File: config.mk
export PLATFORM = sky130hd
export DESIGN_NAME = quad_dac_control_register
export DESIGN_NICKNAME = d
export VERILOG_FILES = /design/src/design/dac_channel.v /design/src/design/quad_dac_control_register.v
export VERILOG_INCLUDE_DIRS = /design/src /design/src/design
export SDC_FILE = /design/constraint.sdc
export NUM_CORES = 1
export LEC_CHECK = 0
export BUFFER_PORTS_ARGS = -buffer_cell sky130_fd_sc_hd__clkbuf_2
export CORE_MARGIN = 5
export CORE_UTILIZATION = 39
export DETAILED_ROUTE_END_ITERATION = 7
export SLEW_MARGIN = 20
export SYNTH_ARGS = -nofsm -noshare
export SYNTH_HDL_FRONTEND = slang
export SYNTH_SLANG_ARGS = --single-unit
export TNS_END_PERCENT = 100
File: constraint.sdc
create_clock -name clk_i -period 5.7 [get_ports clk_i]
set_input_delay 0.57 -clock clk_i [delete_from_list [all_inputs] [get_ports clk_i]]
set_output_delay 0.57 -clock clk_i [all_outputs]
set_load 0.005 [all_outputs]
File: src/design/qdac_ctrl_defs.vh
// Constants for the quad converter control register bank
`ifndef QDAC_CTRL_DEFS_VH
`define QDAC_CTRL_DEFS_VH

`define NUM_DAC            8
`define ADDR_W             8

// Register byte addresses
`define CTRL_BASE          8'h20
`define STAT_BASE          8'h40
`define TIMER_ADDR         8'h60
`define CTRL_SEL           3'h1
`define STAT_SEL           3'h2

// Control register fields
`define CTRL_W             10
`define CTRL_REQ_BIT       9
`define CTRL_GLM_BIT       8
`define CTRL_ASR_BIT       7
`define CTRL_SEQ_BIT       5
`define CTRL_ALERT_BIT     4
`define CTRL_LOAD_BIT      3
`define CTRL_MODE_HI       1
`define CTRL_MODE_LO       0
`define CTRL_RW_MASK       10'h1BB
`define CTRL_RESET         10'h000

// Operating modes
`define MODE_INSTANT       2'h0
`define MODE_MANUAL        2'h1
`define MODE_FIFO          2'h2
`define MODE_TIMER         2'h3

// Status register fields
`define STAT_DATA_W        10
`define STAT_VALID_BIT     10
`define STAT_W             11

// Auto status timer register
`define TIMER_W            16
`define TIMER_RESET        16'h03E8

// Timing
`define CLK_FREQ_MHZ       20
`define TICK_US            1
`define TICK_CYCLES        (`CLK_FREQ_MHZ * `TICK_US)
`define TICK_CNT_W         5
`define POST_UPDATE_US     10
`define POST_UPDATE_TICKS  (`POST_UPDATE_US / `TICK_US)

// AXI responses
`define RESP_OKAY          2'h0
`define RESP_SLVERR        2'h2

`endif

File: src/design/dac_channel.v
// One converter's control register, status register and status read scheduling
`timescale 1ns/1ps
`include "qdac_ctrl_defs.vh"

module dac_channel (
    input  wire                     clk_i,
    input  wire                     rst_n_i,
    input  wire                     tick_i,
    input  wire                     wr_en_i,
    input  wire [`CTRL_W-1:0]       wr_data_i,
    input  wire [`CTRL_W-1:0]       wr_mask_i,
    input  wire [`TIMER_W-1:0]      timer_period_i,
    input  wire                     update_i,
    input  wire                     status_done_i,
    input  wire [`STAT_DATA_W-1:0]  status_data_i,
    output reg  [`CTRL_W-1:0]       ctrl_o,
    output wire [`STAT_W-1:0]       status_o,
    output reg                      status_req_o
);

    reg  [`CTRL_W-1:0]      ctrl_next;
    reg  [`STAT_DATA_W-1:0] stat_data_reg;
    reg                     stat_valid_reg;
    reg  [`TIMER_W-1:0]     auto_cnt_reg;
    reg                     post_armed_reg;
    wire [1:0]              mode;
    wire [1:0]              new_mode;
    wire                    auto_status_read_enable;
    wire                    seq_mode;
    wire                    req_write;
    wire                    auto_fire;
    wire                    done_take;
    wire [`TIMER_W-1:0]     cnt_inc;
    wire [`TIMER_W-1:0]     period;

    assign mode     = ctrl_o[`CTRL_MODE_HI:`CTRL_MODE_LO];
    assign auto_status_read_enable      = ctrl_o[`CTRL_ASR_BIT];
    assign seq_mode = (mode == `MODE_FIFO) || (mode == `MODE_TIMER);
    assign cnt_inc  = auto_cnt_reg + 16'h0001;
    // A zero period is read as one tick, so it fires on every tick
    assign period   = (timer_period_i == 16'h0000) ? 16'h0001 : timer_period_i;

    always @*
    begin
        ctrl_next = ctrl_o;
        if (wr_en_i)
        begin
            // Request and reserved bits are never stored
            ctrl_next = (ctrl_o & ~wr_mask_i) | (wr_data_i & wr_mask_i & `CTRL_RW_MASK);
        end
    end

    assign new_mode  = ctrl_next[`CTRL_MODE_HI:`CTRL_MODE_LO];
    // Request honoured only in instant and manual modes
    assign req_write = wr_en_i && wr_mask_i[`CTRL_REQ_BIT] && wr_data_i[`CTRL_REQ_BIT]
                       && ((new_mode == `MODE_INSTANT) || (new_mode == `MODE_MANUAL));
    // Periodic in instant/manual, once after each update in FIFO/timer
    assign auto_fire = auto_status_read_enable && tick_i &&
                       (seq_mode ? (post_armed_reg && (cnt_inc >= `POST_UPDATE_TICKS))
                                 : (cnt_inc >= period));
    assign done_take = status_req_o && status_done_i;

    always @(posedge clk_i or negedge rst_n_i)
    begin
        if (!rst_n_i)
        begin
            ctrl_o         <= `CTRL_RESET;
            stat_data_reg  <= {`STAT_DATA_W{1'b0}};
            stat_valid_reg <= 1'b0;
            auto_cnt_reg   <= {`TIMER_W{1'b0}};
            post_armed_reg <= 1'b0;
            status_req_o   <= 1'b0;
        end
        else
        begin
            ctrl_o <= ctrl_next;
            if (!auto_status_read_enable)
            begin
                auto_cnt_reg   <= {`TIMER_W{1'b0}};
                post_armed_reg <= 1'b0;
            end
            else if (seq_mode)
            begin
                if (update_i)
                begin
                    post_armed_reg <= 1'b1;
                    auto_cnt_reg   <= {`TIMER_W{1'b0}};
                end
                else if (auto_fire)
                begin
                    post_armed_reg <= 1'b0;
                    auto_cnt_reg   <= {`TIMER_W{1'b0}};
                end
                else if (tick_i && post_armed_reg)
                begin
                    auto_cnt_reg <= cnt_inc;
                end
            end
            else if (tick_i)
            begin
                post_armed_reg <= 1'b0;
                auto_cnt_reg   <= auto_fire ? {`TIMER_W{1'b0}} : cnt_inc;
            end
            // A new request in the completion cycle stays pending
            if (req_write || auto_fire)
            begin
                status_req_o <= 1'b1;
            end
            else if (done_take)
            begin
                status_req_o <= 1'b0;
            end
            // Only a requested read may refresh the status
            if (done_take)
            begin
                stat_data_reg <= status_data_i;
            end
            if (req_write)
            begin
                stat_valid_reg <= 1'b0;
            end
            else if (done_take)
            begin
                stat_valid_reg <= 1'b1;
            end
        end
    end

    assign status_o = {stat_valid_reg, stat_data_reg};

endmodule

File: src/design/quad_dac_control_register.v
// Control register bank for up to eight quad converters, reached over AXI4-Lite
//
// Design decisions made here: the register addresses and the AXI4-Lite interface to the registers.
`timescale 1ns/1ps
`include "qdac_ctrl_defs.vh"

module quad_dac_control_register (
    input  wire                                 clk_i,
    input  wire                                 rst_n_i,
    input  wire [`ADDR_W-1:0]                   s_axi_awaddr_i,
    input  wire                                 s_axi_awvalid_i,
    output reg                                  s_axi_awready_o,
    input  wire [31:0]                          s_axi_wdata_i,
    input  wire [3:0]                           s_axi_wstrb_i,
    input  wire                                 s_axi_wvalid_i,
    output reg                                  s_axi_wready_o,
    output reg  [1:0]                           s_axi_bresp_o,
    output reg                                  s_axi_bvalid_o,
    input  wire                                 s_axi_bready_i,
    input  wire [`ADDR_W-1:0]                   s_axi_araddr_i,
    input  wire                                 s_axi_arvalid_i,
    output reg                                  s_axi_arready_o,
    output reg  [31:0]                          s_axi_rdata_o,
    output reg  [1:0]                           s_axi_rresp_o,
    output reg                                  s_axi_rvalid_o,
    input  wire                                 s_axi_rready_i,
    input  wire [`NUM_DAC-1:0]                  dac_update_i,
    input  wire [`NUM_DAC-1:0]                  transfer_done_i,
    input  wire [`NUM_DAC-1:0]                  status_done_i,
    input  wire [`NUM_DAC*`STAT_DATA_W-1:0]     status_data_i,
    input  wire [`NUM_DAC-1:0]                  seq_event_i,
    input  wire [`NUM_DAC-1:0]                  alert_event_i,
    input  wire [`NUM_DAC-1:0]                  load_event_i,
    output wire [`NUM_DAC-1:0]                  status_read_req_o,
    output reg  [`NUM_DAC-1:0]                  load_pulse_o,
    output reg  [`NUM_DAC-1:0]                  seq_irq_o,
    output reg  [`NUM_DAC-1:0]                  alert_irq_o,
    output reg  [`NUM_DAC-1:0]                  load_irq_o,
    output reg  [2*`NUM_DAC-1:0]                mode_o
);

    // Write and read channel state
    reg  [`ADDR_W-1:0]          aw_addr_reg;
    reg                         aw_full_reg;
    reg  [31:0]                 w_data_reg;
    reg  [3:0]                  w_strb_reg;
    reg                         w_full_reg;
    wire                        aw_take;
    wire                        w_take;
    wire                        do_write;
    wire                        aw_full_next;
    wire                        w_full_next;
    wire                        bvalid_next;
    wire                        ar_take;
    wire                        rvalid_next;

    // Register file state
    reg  [`TIMER_W-1:0]         timer_reg;
    reg  [`TICK_CNT_W-1:0]      div_reg;
    reg                         tick_reg;
    reg  [`NUM_DAC-1:0]         glb_done_reg;
    reg  [31:0]                 rd_word;
    reg                         rd_hit;
    wire [`CTRL_W-1:0]          wr_mask;
    wire [2:0]                  wr_sel;
    wire [2:0]                  wr_idx;
    wire                        wr_timer;
    wire [2:0]                  rd_sel;
    wire [2:0]                  rd_idx;
    wire [`NUM_DAC*`CTRL_W-1:0] ctrl_all;
    wire [`NUM_DAC*`STAT_W-1:0] stat_all;
    wire [`NUM_DAC-1:0]         glb_member;
    wire [`NUM_DAC-1:0]         glb_seen;
    wire                        glb_all_done;
    wire [`NUM_DAC-1:0]         load_next;
    wire [`NUM_DAC-1:0]         seq_irq_next;
    wire [`NUM_DAC-1:0]         alert_irq_next;
    wire [`NUM_DAC-1:0]         load_irq_next;
    wire [2*`NUM_DAC-1:0]       mode_next;

    // Address and data are held until both are in, so their order does not matter
    assign aw_take      = s_axi_awvalid_i && s_axi_awready_o;
    assign w_take       = s_axi_wvalid_i && s_axi_wready_o;
    assign do_write     = aw_full_reg && w_full_reg && !s_axi_bvalid_o;
    assign aw_full_next = (aw_full_reg || aw_take) && !do_write;
    assign w_full_next  = (w_full_reg || w_take) && !do_write;
    assign bvalid_next  = do_write || (s_axi_bvalid_o && !s_axi_bready_i);
    assign ar_take      = s_axi_arvalid_i && s_axi_arready_o;
    assign rvalid_next  = ar_take || (s_axi_rvalid_o && !s_axi_rready_i);

    assign wr_sel   = aw_addr_reg[7:5];
    assign wr_idx   = aw_addr_reg[4:2];
    assign wr_timer = do_write && (aw_addr_reg[7:2] == `TIMER_ADDR >> 2);
    assign rd_sel   = s_axi_araddr_i[7:5];
    assign rd_idx   = s_axi_araddr_i[4:2];
    // Byte lane 0 holds bits 7:0, lane 1 holds bits 9:8
    assign wr_mask  = {{2{w_strb_reg[1]}}, {8{w_strb_reg[0]}}};

    always @(posedge clk_i or negedge rst_n_i)
    begin
        if (!rst_n_i)
        begin
            aw_addr_reg     <= {`ADDR_W{1'b0}};
            aw_full_reg     <= 1'b0;
            w_data_reg      <= 32'h00000000;
            w_strb_reg      <= 4'h0;
            w_full_reg      <= 1'b0;
            s_axi_awready_o <= 1'b0;
            s_axi_wready_o  <= 1'b0;
            s_axi_bvalid_o  <= 1'b0;
            s_axi_bresp_o   <= `RESP_OKAY;
            s_axi_arready_o <= 1'b0;
            s_axi_rvalid_o  <= 1'b0;
            s_axi_rdata_o   <= 32'h00000000;
            s_axi_rresp_o   <= `RESP_OKAY;
        end
        else
        begin
            if (aw_take)
            begin
                aw_addr_reg <= s_axi_awaddr_i;
            end
            if (w_take)
            begin
                w_data_reg <= s_axi_wdata_i;
                w_strb_reg <= s_axi_wstrb_i;
            end
            aw_full_reg     <= aw_full_next;
            w_full_reg      <= w_full_next;
            s_axi_awready_o <= !aw_full_next && !bvalid_next;
            s_axi_wready_o  <= !w_full_next && !bvalid_next;
            s_axi_bvalid_o  <= bvalid_next;
            if (do_write)
            begin
                s_axi_bresp_o <= ((wr_sel == `CTRL_SEL) || wr_timer) ? `RESP_OKAY : `RESP_SLVERR;
            end
            s_axi_rvalid_o  <= rvalid_next;
            s_axi_arready_o <= !rvalid_next;
            if (ar_take)
            begin
                s_axi_rdata_o <= rd_word;
                s_axi_rresp_o <= rd_hit ? `RESP_OKAY : `RESP_SLVERR;
            end
        end
    end

    // Unused high bits and unmapped words read as zero
    always @*
    begin
        rd_word = 32'h00000000;
        rd_hit  = 1'b1;
        if (rd_sel == `CTRL_SEL)
        begin
            rd_word[`CTRL_W-1:0] = ctrl_all[rd_idx*`CTRL_W +: `CTRL_W];
        end
        else if (rd_sel == `STAT_SEL)
        begin
            rd_word[`STAT_W-1:0] = stat_all[rd_idx*`STAT_W +: `STAT_W];
        end
        else if (s_axi_araddr_i[7:2] == `TIMER_ADDR >> 2)
        begin
            rd_word[`TIMER_W-1:0] = timer_reg;
        end
        else
        begin
            rd_hit = 1'b0;
        end
    end

    // Auto status timer, 1 us units
    always @(posedge clk_i or negedge rst_n_i)
    begin
        if (!rst_n_i)
        begin
            timer_reg <= `TIMER_RESET;
        end
        else if (wr_timer)
        begin
            if (w_strb_reg[0])
            begin
                timer_reg[7:0] <= w_data_reg[7:0];
            end
            if (w_strb_reg[1])
            begin
                timer_reg[15:8] <= w_data_reg[15:8];
            end
        end
    end

    // Microsecond enable shared by all converters
    always @(posedge clk_i or negedge rst_n_i)
    begin
        if (!rst_n_i)
        begin
            div_reg  <= {`TICK_CNT_W{1'b0}};
            tick_reg <= 1'b0;
        end
        else if (div_reg == (`TICK_CYCLES - 1))
        begin
            div_reg  <= {`TICK_CNT_W{1'b0}};
            tick_reg <= 1'b1;
        end
        else
        begin
            div_reg  <= div_reg + 5'h01;
            tick_reg <= 1'b0;
        end
    end

    genvar g;
    generate
        for (g = 0; g < `NUM_DAC; g = g + 1)
        begin : dac
            wire [`CTRL_W-1:0] ctrl;
            wire               manual;

            dac_channel u_chan (
                .clk_i          (clk_i),
                .rst_n_i        (rst_n_i),
                .tick_i         (tick_reg),
                .wr_en_i        (do_write && (wr_sel == `CTRL_SEL) && (wr_idx == g)),
                .wr_data_i      (w_data_reg[`CTRL_W-1:0]),
                .wr_mask_i      (wr_mask),
                .timer_period_i (timer_reg),
                .update_i       (dac_update_i[g]),
                .status_done_i  (status_done_i[g]),
                .status_data_i  (status_data_i[g*`STAT_DATA_W +: `STAT_DATA_W]),
                .ctrl_o         (ctrl),
                .status_o       (stat_all[g*`STAT_W +: `STAT_W]),
                .status_req_o   (status_read_req_o[g])
            );

            assign ctrl_all[g*`CTRL_W +: `CTRL_W] = ctrl;
            assign manual        = (ctrl[`CTRL_MODE_HI:`CTRL_MODE_LO] == `MODE_MANUAL);
            assign glb_member[g] = manual && ctrl[`CTRL_GLM_BIT];
            assign glb_seen[g]   = glb_done_reg[g] || transfer_done_i[g];
            // Standalone loads at once, global members wait for the whole group
            assign load_next[g]  = manual && (ctrl[`CTRL_GLM_BIT] ? glb_all_done
                                                                  : transfer_done_i[g]);

            assign seq_irq_next[g]     = seq_event_i[g] && ctrl[`CTRL_SEQ_BIT];
            assign alert_irq_next[g]   = alert_event_i[g] && ctrl[`CTRL_ALERT_BIT];
            assign load_irq_next[g]    = load_event_i[g] && ctrl[`CTRL_LOAD_BIT];
            assign mode_next[2*g +: 2] = ctrl[`CTRL_MODE_HI:`CTRL_MODE_LO];
        end
    endgenerate

    // One process drives each output vector, so no bit has a second driver
    always @(posedge clk_i or negedge rst_n_i)
    begin
        if (!rst_n_i)
        begin
            seq_irq_o    <= {`NUM_DAC{1'b0}};
            alert_irq_o  <= {`NUM_DAC{1'b0}};
            load_irq_o   <= {`NUM_DAC{1'b0}};
            load_pulse_o <= {`NUM_DAC{1'b0}};
            mode_o       <= {(2*`NUM_DAC){1'b0}};
        end
        else
        begin
            seq_irq_o    <= seq_irq_next;
            alert_irq_o  <= alert_irq_next;
            load_irq_o   <= load_irq_next;
            load_pulse_o <= load_next;
            mode_o       <= mode_next;
        end
    end

    assign glb_all_done = (glb_member != {`NUM_DAC{1'b0}}) &&
                          ((glb_seen & glb_member) == glb_member);

    // Completion flags of global members; leaving the group drops its flag
    always @(posedge clk_i or negedge rst_n_i)
    begin
        if (!rst_n_i)
        begin
            glb_done_reg <= {`NUM_DAC{1'b0}};
        end
        else if (glb_all_done)
        begin
            glb_done_reg <= {`NUM_DAC{1'b0}};
        end
        else
        begin
            glb_done_reg <= glb_seen & glb_member;
        end
    end

endmodule

==> summary.md, run 1 <==
| Metric | Value |
|---|---|
| Mean Syn Cell Area | 10.4 sq um |
| Buffer levels on the longest clock path | 3 |
| Crit-path max cell delay | 0.76 ns |
| R2R cell count | 15 |
| Clock latency on the worst-skew pair | 0.60 ns |
| Pin count of the biggest net entering global routing | around 160 |
| Leak Pwr | between 10 and 15 nW |
| Vias in the first global route | 20.1k |
| CP bufs+invs | 0 |
| Layout overhead on the synthesized area | 13.9% |
| Setup TNS | 0 ns |
| Io pins | 284 |
| Largest family of logic cells by synthesized area | simple AND/OR/NAND/NOR gates |
| Mapped Cells | 2,428 |
| Cell mode on critical path | nor2_1 |
| FP Rows | between 90 and 100 |
| Layout cells sized above 1 | 0.237 |
| Filler instances | 6,092 |
| CP Max Fanout | 11 |
| PortBufs | 243 |
| Mux cell area share after synthesis | 0.133 |
| Synth Area in Adders | 0.0693 |
| Combinational power share | 0.278 |
| WP data required | approximately 6.2 ns |
| Vias per cell | 5.62 |
| Internal cell power | 6.85 mW |
| Overall fraction of global-route tracks in use | 0.207 |
| CTS H-Tree Depth | 2 |
| Drt first pass iters | 5 |
| Synth Area in Compound Gates | 0.121 |
| Max reg flops | 128 |
| Routed vias | 19.7k |
| Global-route wire length before repair | roughly 120,000 microns |
| Post-CTS Hold Buffers | 0 |
| Core area | 64,500 sq um |
| Synth unique cells | 94 |
| Initial antenna violation count | 5 |
| Sequential share of power | 0.406 |
| Die Wd | ~270 microns |
| WHS | 0.0376 ns |
| Initial DRC count | approximately 1.2k |
| Pwr per Cell Area | around 360 nW/um^2 |
| Top_reg_cell synth | dfrtp_1 |
| Die span in y | 265 microns |
| Grt ovf | 0 |
| Clock Sinks | approximately 440 |
| Max Cap Viol | 0 |
| CTS resizes | 0 |
| CTS tree | done |
| Number of flops mapped to enable cells by yosys | 0 |
| DRC errors left | 0 |
| Initial Util | 0.394 |
| Period utilisation layout | 0.795 |
| VDD IR max | slightly below 0.3 mV |
| Synthesized flop and latch total | 439 |
| Final wirelength | 75,200 microns |
| Post-Synth Simple-Gate Area | 0.163 |
| RR Startpoint | dac[2].u_chan.auto_cnt_reg[0]$_DFFE_PN0P_ |
| Yosys warns | 0 |
| Status | completed |
| Worst Hold Class | primary input to async pin |
| Critical Path Stages | 15 |
| Seq/Total Area, Yosys | 0.433 |
| Post-DP HPWL | 54,400 microns |
| NumNets Final | 2,940 |
| DIE AREA | 70,200 sq um |
| R2r setup slk | approximately 1.2 ns |
| Setup crit end kind | flop |
| RSZ-0062 raised after global routing | no |
| Post-Route Skew | 0.0296 ns |
| Rel. slew slack | 0.289 |
| Arrival time at the worst endpoint | 5.05 ns |
| Final ANT Viol Nets | 0 |
| XOR/XNOR Fraction of Synth Area | 0.0373 |
| Critical path launch point type | flop |
| Critical path class | flop to flop |
| Post-synth ARST share | 1.00 |
| Net Sw Power | 3.56 mW |
| Top delay family on crit path | compound AO/OA/AOI/OAI gates |
| Fmax | 0.221 GHz |
| Slowest cell on the critical path | a21oi_1 |
| Final setup fails | 0 |
| Sw Share | 0.342 |
| Final Max Tran Viols | 0 |
| Register area | 11,000 sq um |
| Finished Cell Area | 28,900 sq um |
| R2R Path End | dac[2].u_chan.auto_cnt_reg[7]$_DFFE_PN0P_ |
| Clk network pwr share | 0.316 |
| RePlAce Congestion | 0.905 |
| Area occupied by multi-input gates | about 13,000 sq um |
| Clock root buffer | clkbuf_16 |
| Final Hold Fails | 0 |
| Post-CTS Setup Inserts | 0 |
| CP cell instances | ha_1, nand3_2, nor2_1, nand3_1, nor2_1, xor2_1, ha_1, nand4_1, nor2_1, a221o_1, a311o_1, and3_1, a21oi_1, a21oi_1, o21ai_0 |
| Worst slew pin tran | 1.06 ns |
| Clk slew on worst S/H paths | 0.06 ns |
| Cell Area, Synth | 25,400 sq um |
| WL per Instance | 21.4 microns |
| Post-DP Area | 27,200 sq um |
| Fin crit period | 4.53 ns |
| Num CTS Buffers | 49 |
-- cell usage in the layout (no fill, tap or decap), types with 18 or more instances in the layout --
master / Yosys / final
nand3_1: 83 / 83
inv_1: 95 / 95
nor2b_1: 45 / 45
and3_1: 35 / 35
a22o_1: 36 / 36
clkbuf_16: 0 / 49
mux4_2: 42 / 42
clkbuf_2: 2 / 241
and4_1: 19 / 19
ha_1: 138 / 138
mux2i_1: 28 / 28
buf_4: 28 / 24
nand2b_1: 18 / 18
or3_1: 23 / 23
mux2_2: 190 / 190
conb_1: 1 / 18
nor2_1: 99 / 99
a21o_1: 49 / 49
a21oi_1: 72 / 72
xor2_1: 51 / 51
nor3_1: 55 / 54
nand4_1: 42 / 42
o31ai_1: 28 / 28
a211oi_1: 21 / 21
dfrtp_1: 433 / 433
and2_1: 39 / 39
o21ai_0: 117 / 117
nand2_1: 226 / 225
xnor2_1: 57 / 57
nor4_1: 22 / 22
-- worst max path at each step --
stage,from,to
global route,dac[2].u_chan.auto_cnt_reg[0]$_DFFE_PN0P_,dac[2].u_chan.auto_cnt_reg[11]$_DFFE_PN0P_
floorplan,dac[2].u_chan.auto_cnt_reg[0]$_DFFE_PN0P_,dac[2].u_chan.auto_cnt_reg[7]$_DFFE_PN0P_
detailed placement,dac[2].u_chan.auto_cnt_reg[0]$_DFFE_PN0P_,dac[2].u_chan.auto_cnt_reg[7]$_DFFE_PN0P_
global placement,dac[2].u_chan.auto_cnt_reg[0]$_DFFE_PN0P_,dac[2].u_chan.auto_cnt_reg[11]$_DFFE_PN0P_
CTS,dac[2].u_chan.auto_cnt_reg[0]$_DFFE_PN0P_,dac[2].u_chan.auto_cnt_reg[7]$_DFFE_PN0P_
finish,dac[2].u_chan.auto_cnt_reg[0]$_DFFE_PN0P_,dac[2].u_chan.auto_cnt_reg[7]$_DFFE_PN0P_
-- kinds of logic (layout without fill, tap and decap cells) --
family,Yosys count,in the layout
simple gates,786,786
fa+ha+maj,141,141
buf+inv,244,447
xor+xnor,108,108
compound gates,448,448
mux,261,261
flops,439,439
other cells,1,21
-- cells in the mapped netlist (16+ instances only) --
library cell    n  share of area
dfrtp_1       433           0.43
nand2_1       226          0.033
mux2_2        190          0.084
ha_1          138          0.068
o21ai_0       117          0.023
nor2_1         99          0.015
inv_1          95          0.014
nand3_1        83          0.016
clkbuf_1       79          0.012
a21oi_1        72          0.014
xnor2_1        57          0.020
nor3_1         55          0.011
xor2_1         51          0.018
a21o_1         49          0.015
nor2b_1        45          0.011
mux4_2         42          0.037
nand4_1        42          0.010
and2_1         39         0.0096
a22o_1         36          0.012
and3_1         35         0.0086
buf_2          28         0.0055
buf_4          28         0.0083
mux2i_1        28          0.011
o31ai_1        28         0.0083
or3_1          23         0.0057
nor4_1         22         0.0054
a211oi_1       21         0.0062
and4_1         19         0.0066
nand2b_1       18         0.0044
nor3b_1        16         0.0047
-- stage by stage --
step	util	cells	setup WS, ns	total power [mW]
after detailed placement	0.422	3419	1.26	7.16
final	0.448	3506	1.17	10.4
after global placement	0.422	3419	1.29	7.06
after CTS	0.448	3503	1.21	10.5
after global routing	0.448	3503	0.873	11.0
after floorplan	-	2445	2.05	5.96
-- worst reg2reg max path: stages, from the launching register on --
cell	delay (ns)
dfrtp_1	0.48
ha_1	0.32
nand3_2	0.24
nor2_1	0.32
nand3_1	0.22
nor2_1	0.18
xor2_1	0.29
ha_1	0.31
nand4_1	0.10
nor2_1	0.06
a221o_1	0.28
a311o_1	0.34
and3_1	0.21
a21oi_1	0.76
a21oi_1	0.16
o21ai_0	0.19
-- area by class of cell --
class                   count  share of cell area
diodes                      3            0.000260
clock buffers              68              0.0484
inverters                  95              0.0123
clock inverters            16             0.00896
repair buffers            268              0.0499
multi-input cells        1762               0.463
well taps                 855              0.0370
flip-flops and latches    439               0.380
-- per-layer routing --
metal	routed length, microns	vias to the layer above	share of wire	GRT usage
met5	7	-	0.000093	0
met4	2000	2	0.027	0.0580
met3	5490	121	0.073	0.0500
met2	35500	543	0.47	0.344
met1	32200	9869	0.43	0.274
li1	-	9166	-	-
-- power groups by stage --
stage          combinational [mW]  clock (mW)  sequential, mW
2_1_floorplan                2.00           0            3.97
3_3_place_gp                 2.82           0            4.24
3_5_place_dp                 2.89           0            4.27
4_1_cts                      2.91        3.36            4.22
5_1_grt                      3.21        3.48            4.29
6_report                     2.89        3.29            4.22
Note: power is estimated with default switching activity, not from simulation.
==> inputs of run 2 (changes only) <==
Settings changed: ABC_AREA from default to 1.
Clock period 5.7 ns to 4.2 ns, I/O delays scaled along.
==> summary.md, run 2 <==
| Metric | Value |
|---|---|
| Clk network pwr share | 0.335 (was 0.316) |
| Internal cell power | 9.13 mW (was 6.85 mW) |
| Layout cells sized above 1 | 0.125 (was 0.237) |
| DIE AREA | 72,500 sq um (was 70,200 sq um) |
| Buffer levels on the longest clock path | 3 (unchanged) |
| Num CTS Buffers | 50 (was 49) |
| Period utilisation layout | 0.806 (was 0.795) |
| RR Startpoint | timer_reg[2]$_DFFE_PN0P_ (was dac[2].u_chan.auto_cnt_reg[0]$_DFFE_PN0P_) |
| Mean Syn Cell Area | 7.32 sq um (was 10.4 sq um) |
| Pwr per Cell Area | 464 nW/um^2 (was 360 nW/um^2) |
| Setup TNS | 0 ns (unchanged) |
| Mapped Cells | 3,586 (was 2,428) |
| DRC errors left | 0 (unchanged) |
| CTS resizes | 0 (unchanged) |
| Net Sw Power | 5.02 mW (was 3.56 mW) |
| Overall fraction of global-route tracks in use | 0.223 (was 0.207) |
| Die span in y | 269 microns (was 265 microns) |
| Fin crit period | 3.39 ns (was 4.53 ns) |
| Sw Share | 0.355 (was 0.342) |
| Worst slew pin tran | 1.01 ns (was 1.06 ns) |
| Rel. slew slack | 0.328 (was 0.289) |
| Synthesized flop and latch total | 439 (unchanged) |
| Worst Hold Class | primary input to flop (was primary input to async pin) |
| Final ANT Viol Nets | 0 (unchanged) |
| Setup crit end kind | flop (unchanged) |
| Layout overhead on the synthesized area | 16.2% (was 13.9%) |
| Critical path launch point type | flop (unchanged) |
| Sequential share of power | 0.391 (was 0.406) |
| Clock root buffer | clkbuf_16 (unchanged) |
| Hold Path Sink | w_data_reg[14]$_DFFE_PN0P_ |
| Clock Sinks | 439 (unchanged) |
| Leak Pwr | 16.0 nW (was 13.9 nW) |
| Most frequent cells in the layout | 1,083 x nand2_1, 470 x inv_1, 433 x dfrtp_1 (was 433 x dfrtp_1, 241 x clkbuf_2, 225 x nand2_1) |
| Pwr Total | 14.2 mW (was 10.4 mW) |
| Drt first pass iters | 5 (unchanged) |
| Synth unique cells | 56 (was 94) |
| Pin count of the biggest net entering global routing | 115 (was 155) |
| Initial antenna violation count | 0 (was 5) |
| R2R cell count | 19 (was 15) |
| Post-CTS Setup Inserts | 0 (unchanged) |
| Final Hold Fails | 0 (unchanged) |
| Clk slew on worst S/H paths | 0.06 ns (about the same) |
| Cell Area, Synth | 26,200 sq um (was 25,400 sq um) |
| Post-DP HPWL | 60,800 microns (was 54,400 microns) |
| Grt ovf | 0 (unchanged) |
| Global-route wire length before repair | 131,000 microns (was 116,000 microns) |
| Top cells by area, synth | dfrtp_1 41%, nand2_1 15%, inv_1 6.7% (was dfrtp_1 43%, mux2_2 8.4%, ha_1 6.8%) |
| Filler instances | 6,785 (was 6,092) |
| Fmax | 0.295 GHz (was 0.221 GHz) |
| Final Max Tran Viols | 0 (unchanged) |
| Number of flops mapped to enable cells by yosys | 0 (unchanged) |
| Core area | 66,900 sq um (was 64,500 sq um) |
| Commonest non-fill, non-tap cell in the layout | nand2_1 (was dfrtp_1) |
| Post-Route Skew | 0.0210 ns (was 0.0296 ns) |
| Vias in the first global route | 23.1k (was 20.1k) |
| Status | completed (unchanged) |
| RePlAce Congestion | 0.899 (was 0.905) |
| Clock latency on the worst-skew pair | 0.61 ns (was 0.60 ns) |
| Yosys warns | 0 (unchanged) |
| RSZ-0062 raised after global routing | no (unchanged) |
| CTS H-Tree Depth | 2 (unchanged) |
| Post-synth top area share | 0.413 (was 0.427) |
| Final wirelength | 83,000 microns (was 75,200 microns) |
| Non-filler cells in the finished layout | 4,766 (was 3,506) |
| Post-synth top area cell | dfrtp_1 (unchanged) |
| Worst Hold Depth | 3 |
| Combinational power share | 0.274 (was 0.278) |
| Die Wd | 269 microns (was 265 microns) |
| PortBufs | 243 (unchanged) |
| Top_reg_cell synth | dfrtp_1 (unchanged) |
| NumNets Final | 4,178 (was 2,940) |
| WL per Instance | 17.4 microns (was 21.4 microns) |
| Dpl cells | 4,642 (was 3,419) |
| Antenna cells | 0 (was 3) |
| Arrival time at the worst endpoint | 3.92 ns (was 5.05 ns) |
| Seq/Total Area, Yosys | 0.419 (was 0.433) |
| Critical path class | flop to flop (unchanged) |
| Top post-synthesis cells by count | 1,083 x nand2_1, 470 x inv_1, 433 x dfrtp_1 (was 433 x dfrtp_1, 226 x nand2_1, 190 x mux2_2) |
| Hold_sp | s_axi_wdata_i[14] |
| R2R Path End | dac[5].u_chan.auto_cnt_reg[0]$_DFFE_PN0P_ (was dac[2].u_chan.auto_cnt_reg[7]$_DFFE_PN0P_) |
| Post-synth ARST share | 1.00 (unchanged) |
| Initial DRC count | 1,656 (was 1,210) |
| Most numerous cell in the Yosys netlist | nand2_1 (was dfrtp_1) |
| Max Cap Viol | 0 (unchanged) |
| Io pins | 284 (unchanged) |
| Vias per cell | 5.03 (was 5.62) |
| WP data required | 4.74 ns (was 6.22 ns) |
| FP Rows | 95 (was 93) |
| Final setup fails | 0 (unchanged) |
| CTS tree | done (unchanged) |
| Max reg flops | 128 (unchanged) |
| Initial Util | 0.392 (was 0.394) |
| CP Max Fanout | 12 (was 11) |
| Routed vias | 24.0k (was 19.7k) |
| VDD IR max | 0.349 mV (was 0.290 mV) |
| R2r setup slk | 0.81 ns (was 1.17 ns) |
run 2: cell type report:
cell class	instances	area (sq um)	area share
Clock buffer	67	1430	0.0468
Clock inverter	25	369	0.0121
Inverter	473	1780	0.0583
Multi-Input combinational cell	2571	12900	0.423
Sequential cell	439	11000	0.361
Tap cell	873	1090	0.0358
Timing Repair Buffer	318	1940	0.0638
run 2: through the flow:
step	setup WS [ns]	area, sq um	util	hold WS (ns)
3_5_place_dp	0.798	28400	0.424	0.389
6_report	0.813	30500	0.455	0.0275
2_1_floorplan	0.957	26300	-	0.124
5_1_grt	0.360	30500	0.455	0.00937
4_1_cts	0.794	30500	0.455	0.00104
3_3_place_gp	0.876	28400	0.424	0.396
run 2: worst max path at each step:
stage | start | end | slack, ns | cells past startpoint
6_report | timer_reg[2]$_DFFE_PN0P_ | dac[5].u_chan.auto_cnt_reg[0]$_DFFE_PN0P_ | 0.81 | 19
5_1_grt | timer_reg[2]$_DFFE_PN0P_ | dac[5].u_chan.auto_cnt_reg[7]$_DFFE_PN0P_ | 0.36 | 19
4_1_cts | timer_reg[2]$_DFFE_PN0P_ | dac[5].u_chan.auto_cnt_reg[0]$_DFFE_PN0P_ | 0.79 | 19
3_5_place_dp | timer_reg[2]$_DFFE_PN0P_ | dac[5].u_chan.auto_cnt_reg[10]$_DFFE_PN0P_ | 0.80 | 19
3_3_place_gp | dac[6].u_chan.auto_cnt_reg[0]$_DFFE_PN0P_ | dac[6].u_chan.auto_cnt_reg[6]$_DFFE_PN0P_ | 0.88 | 18
2_1_floorplan | timer_reg[10]$_DFFE_PN0P_ | dac[5].u_chan.auto_cnt_reg[2]$_DFFE_PN0P_ | 0.96 | 18
run 2: logic make-up after synthesis:
kind of cell / synth area share
AOI/OAI and AO/OA: 0.107
xor gates and xnor gates: 0.00735
adders and majority gates: 0.0658
buffers and inverters: 0.0928
DFF: 0.419
muxes: 0.0167
other: 0.000143
and+or+nand+nor: 0.291
run 2: power by group through the flow:
stage | Clock, mW | Combinational (mW) | Sequential, mW
after floorplan | 0 | 2.52 | 5.35
after global placement | 0 | 3.79 | 5.59
after detailed placement | 0 | 3.86 | 5.60
after CTS | 4.85 | 3.90 | 5.53
after global routing | 5.00 | 4.43 | 5.62
final | 4.75 | 3.87 | 5.54
run 2: per-layer routing:
| layer | up-vias | part of all wire | GRT usage |
|---|---|---|---|
| li1 | 11939 | - | - |
| met1 | 11356 | 0.45 | 0.299 |
| met2 | 544 | 0.47 | 0.381 |
| met3 | 117 | 0.050 | 0.0357 |
| met4 | 0 | 0.026 | 0.0568 |
| met5 | - | 0 | 0 |
run 2: repair_timing:
action,4_1_cts,5_1_grt
endpoints found under the setup margin,0,0
hold buffers,32,0
endpoints found under the hold margin,139,0
run 2: worst max-delay path, stage by stage (launching register included):
cell,delay [ns]
dfrtp_1,0.40
clkinv_1,0.05
buf_4,0.22
nand4_1,0.14
o41ai_2,0.38
buf_4,0.26
ha_1,0.24
o21ai_0,0.24
nand2_1,0.08
a21oi_1,0.12
o21ai_0,0.09
nand2_1,0.06
nand2_1,0.05
nand2_1,0.07
a21oi_1,0.06
nand2_1,0.18
nand2_1,0.33
nor2_1,0.19
nand2_1,0.08
nand2_1,0.10
==> inputs of run 3 (changes only) <==
Clock period 4.2 ns to 3.5 ns, I/O delays scaled along.
==> summary.md, run 3 (synthesis gave the netlist of run 2 again) <==
| Metric | Value |
|---|---|
| Register area | 11,000 sq um (unchanged) |
| Critical path class | flop to flop (unchanged) |
| Core area | 66,900 sq um (unchanged) |
| RSZ-0062 raised after global routing | no (unchanged) |
| Utilization after layout | 0.472 (was 0.455) |
| VDD IR max | 0.378 mV (was 0.349 mV) |
| Routed vias | 24.4k (was 24.0k) |
| Critical Path Stages | 19 (unchanged) |
| Period utilisation layout | 0.908 (was 0.806) |
| Vias per cell | 5.00 (was 5.03) |
| R2R cell count | 19 (unchanged) |
| Worst Hold Class | primary input to flop (unchanged) |
| Top delay family on crit path | simple AND/OR/NAND/NOR gates (unchanged) |
| Setup TNS | 0 ns (unchanged) |
| Cell mode on critical path | nand2_1 (unchanged) |
| FP Rows | 95 (unchanged) |
| Global-route wire length before repair | 133,000 microns (was 131,000 microns) |
| Initial Util | 0.392 (unchanged) |
| WL per Instance | 17.3 microns (was 17.4 microns) |
| Non-filler cells in the finished layout | 4,885 (was 4,766) |
| Fin crit period | 3.18 ns (was 3.39 ns) |
| Clk slew on worst S/H paths | 0.06 ns (about the same) |
| Pwr Total | 17.1 mW (was 14.2 mW) |
| Num CTS Buffers | 50 (unchanged) |
| Pwr per Cell Area | 543 nW/um^2 (was 464 nW/um^2) |
| Die span in y | 269 microns (unchanged) |
| Vias in the first global route | 23.5k (was 23.1k) |
| Commonest non-fill, non-tap cell in the layout | nand2_1 (unchanged) |
| Initial DRC count | 1,774 (was 1,656) |
| Final Max Tran Viols | 0 (unchanged) |
| Layout overhead on the synthesized area | 20.4% (was 16.2%) |
| Drt first pass iters | 6 (was 5) |
| CTS H-Tree Depth | 2 (unchanged) |
| NumNets Final | 4,291 (was 4,178) |
| Clk network pwr share | 0.333 (was 0.335) |
| PortBufs | 243 (unchanged) |
| Worst setup margin | 0.322 ns (was 0.813 ns) |
| Post-Route Skew | 0.0255 ns (was 0.0210 ns) |
| Worst Hold Depth | 3 (unchanged) |
| Final wirelength | 84,600 microns (was 83,000 microns) |
| Max reg flops | 128 (unchanged) |
| Layout cells sized above 1 | 0.127 (was 0.125) |
| Io pins | 284 (unchanged) |
| Die Wd | 269 microns (unchanged) |
| Overall fraction of global-route tracks in use | 0.228 (was 0.223) |
| Pin count of the biggest net entering global routing | 97 (was 115) |
| Internal cell power | 11.0 mW (was 9.13 mW) |
| Finished Cell Area | 31,600 sq um (was 30,500 sq um) |
| Dpl cells | 4,664 (was 4,642) |
| Combinational power share | 0.280 (was 0.274) |
| Leak Pwr | 16.5 nW (was 16.0 nW) |
| Pre-CTS setup slack | 0.325 ns (was 0.798 ns) |
| Final setup fails | 0 (unchanged) |
| Arrival time at the worst endpoint | 3.71 ns (was 3.92 ns) |
| Max Cap Viol | 0 (unchanged) |
| Clock root buffer | clkbuf_16 (unchanged) |
| Clock Sinks | 439 (unchanged) |
| CP bufs+invs | 1 (was 3) |
| Worst slew pin tran | 0.922 ns (was 1.01 ns) |
| Critical path launch point type | flop (unchanged) |
| Setup crit end kind | flop (unchanged) |
| Fmax | 0.315 GHz (was 0.295 GHz) |
| Rel. slew slack | 0.385 (was 0.328) |
| Area occupied by multi-input gates | 12,900 sq um (unchanged) |
| CP Max Fanout | 18 (was 12) |
| Grt ovf | 0 (unchanged) |
| Filler instances | 6,619 (was 6,785) |
| Most frequent cells in the layout | 1,082 x nand2_1, 470 x inv_1, 433 x dfrtp_1 (was 1,083 x nand2_1, 470 x inv_1, 433 x dfrtp_1) |
| Clock latency on the worst-skew pair | 0.62 ns (was 0.61 ns) |
| Buffer levels on the longest clock path | 3 (unchanged) |
| Status | completed (unchanged) |
| Post-DP HPWL | 61,100 microns (was 60,800 microns) |
| Net Sw Power | 6.09 mW (was 5.02 mW) |
| Sw Share | 0.356 (was 0.355) |
| CTS tree | done (unchanged) |
| DRC errors left | 0 (unchanged) |
| Crit-path max cell delay | 0.45 ns (was 0.40 ns) |
| Final ANT Viol Nets | 0 (unchanged) |
| Post-DP Area | 28,500 sq um (was 28,400 sq um) |
| WP data required | 4.03 ns (was 4.74 ns) |
| Sequential share of power | 0.387 (was 0.391) |
| Slowest cell on the critical path | dfrtp_1 (unchanged) |
| Final Hold Fails | 0 (unchanged) |
| DIE AREA | 72,500 sq um (unchanged) |
| RePlAce Congestion | 0.904 (was 0.899) |
| WHS | 0.0246 ns (was 0.0275 ns) |
| Initial antenna violation count | 3 (was 0) |
| CP cell instances | ha_1, nand2_2, nor2_1, nand2_1, nand2_1, inv_1, ha_1, nand2_1, o21ai_0, nand3_1, a21oi_1, nor2_1, a21oi_1, nand2_2, nand2_1, nand2_4, nand2_4, nand2_1, nand2_1 (was clkinv_1, buf_4, nand4_1, o41ai_2, buf_4, ha_1, o21ai_0, nand2_1, a21oi_1, o21ai_0, nand2_1, nand2_1, nand2_1, a21oi_1, nand2_1, nand2_1, nor2_1, nand2_1, nand2_1) |
## run 3: final timing paths
| check | from | to | slack, ns |
|---|---|---|---|
| hold / removal | s_axi_wstrb_i[0] | w_strb_reg[0]$_DFFE_PN0P_ | 0.02 |
| setup / recovery | dac[6].u_chan.auto_cnt_reg[1]$_DFFE_PN0P_ | dac[6].u_chan.auto_cnt_reg[9]$_DFFE_PN0P_ | 0.32 |
| hold reg to reg | dac[2].u_chan.ctrl_o[0]$_DFF_PN0_ | mode_o[4]$_DFF_PN0_ | 0.41 |
| min in group asynchronous | rst_n_i | s_axi_awready_o$_DFF_PN0_ | 0.38 |
| setup reg to reg | dac[6].u_chan.auto_cnt_reg[1]$_DFFE_PN0P_ | dac[6].u_chan.auto_cnt_reg[9]$_DFFE_PN0P_ | 0.32 |
| max in group asynchronous | rst_n_i | dac[5].u_chan.stat_data_reg[3]$_DFFE_PN0P_ | 2.17 |
## run 3: area by class of cell
class                      instances  share of cell area
sequential                       439               0.348
timing repair buffer             431              0.0956
tap                              873              0.0346
clock inverter                    22              0.0101
clock buffer                      72              0.0470
multi-input combinational       2571               0.408
inverter                         473              0.0562
antenna                            4            0.000317
## run 3: timing repair
item,in CTS,in global routing
hold buffers,122,0
gates resized for setup,0,1
buffers inserted,0,1
endpoints found under the setup margin,0,14
hold endpoints to repair,208,0
## run 3: power by group through the flow
stage / clock, mW / sequential [mW] / combinational (mW)
floorplan: 0 / 6.42 / 3.02
global placement: 0 / 6.69 / 4.60
detailed placement: 0 / 6.70 / 4.70
CTS: 5.82 / 6.62 / 4.84
global route: 6.01 / 6.72 / 5.51
finish: 5.71 / 6.63 / 4.81
## run 3: tightest hold or removal path, stage by stage
cell      delay [ns]
clkbuf_2        0.12
nand2_1         0.06
o21ai_0         0.07
## run 3: metal layers
| layer | global-route usage | routed length (microns) | part of all wire |
|---|---|---|---|
| met1 | 0.307 | 37400 | 0.44 |
| met4 | 0.0809 | 3260 | 0.039 |
| met5 | 0 | 14 | 0.00017 |
| met2 | 0.375 | 39000 | 0.46 |
| met3 | 0.0384 | 4920 | 0.058 |
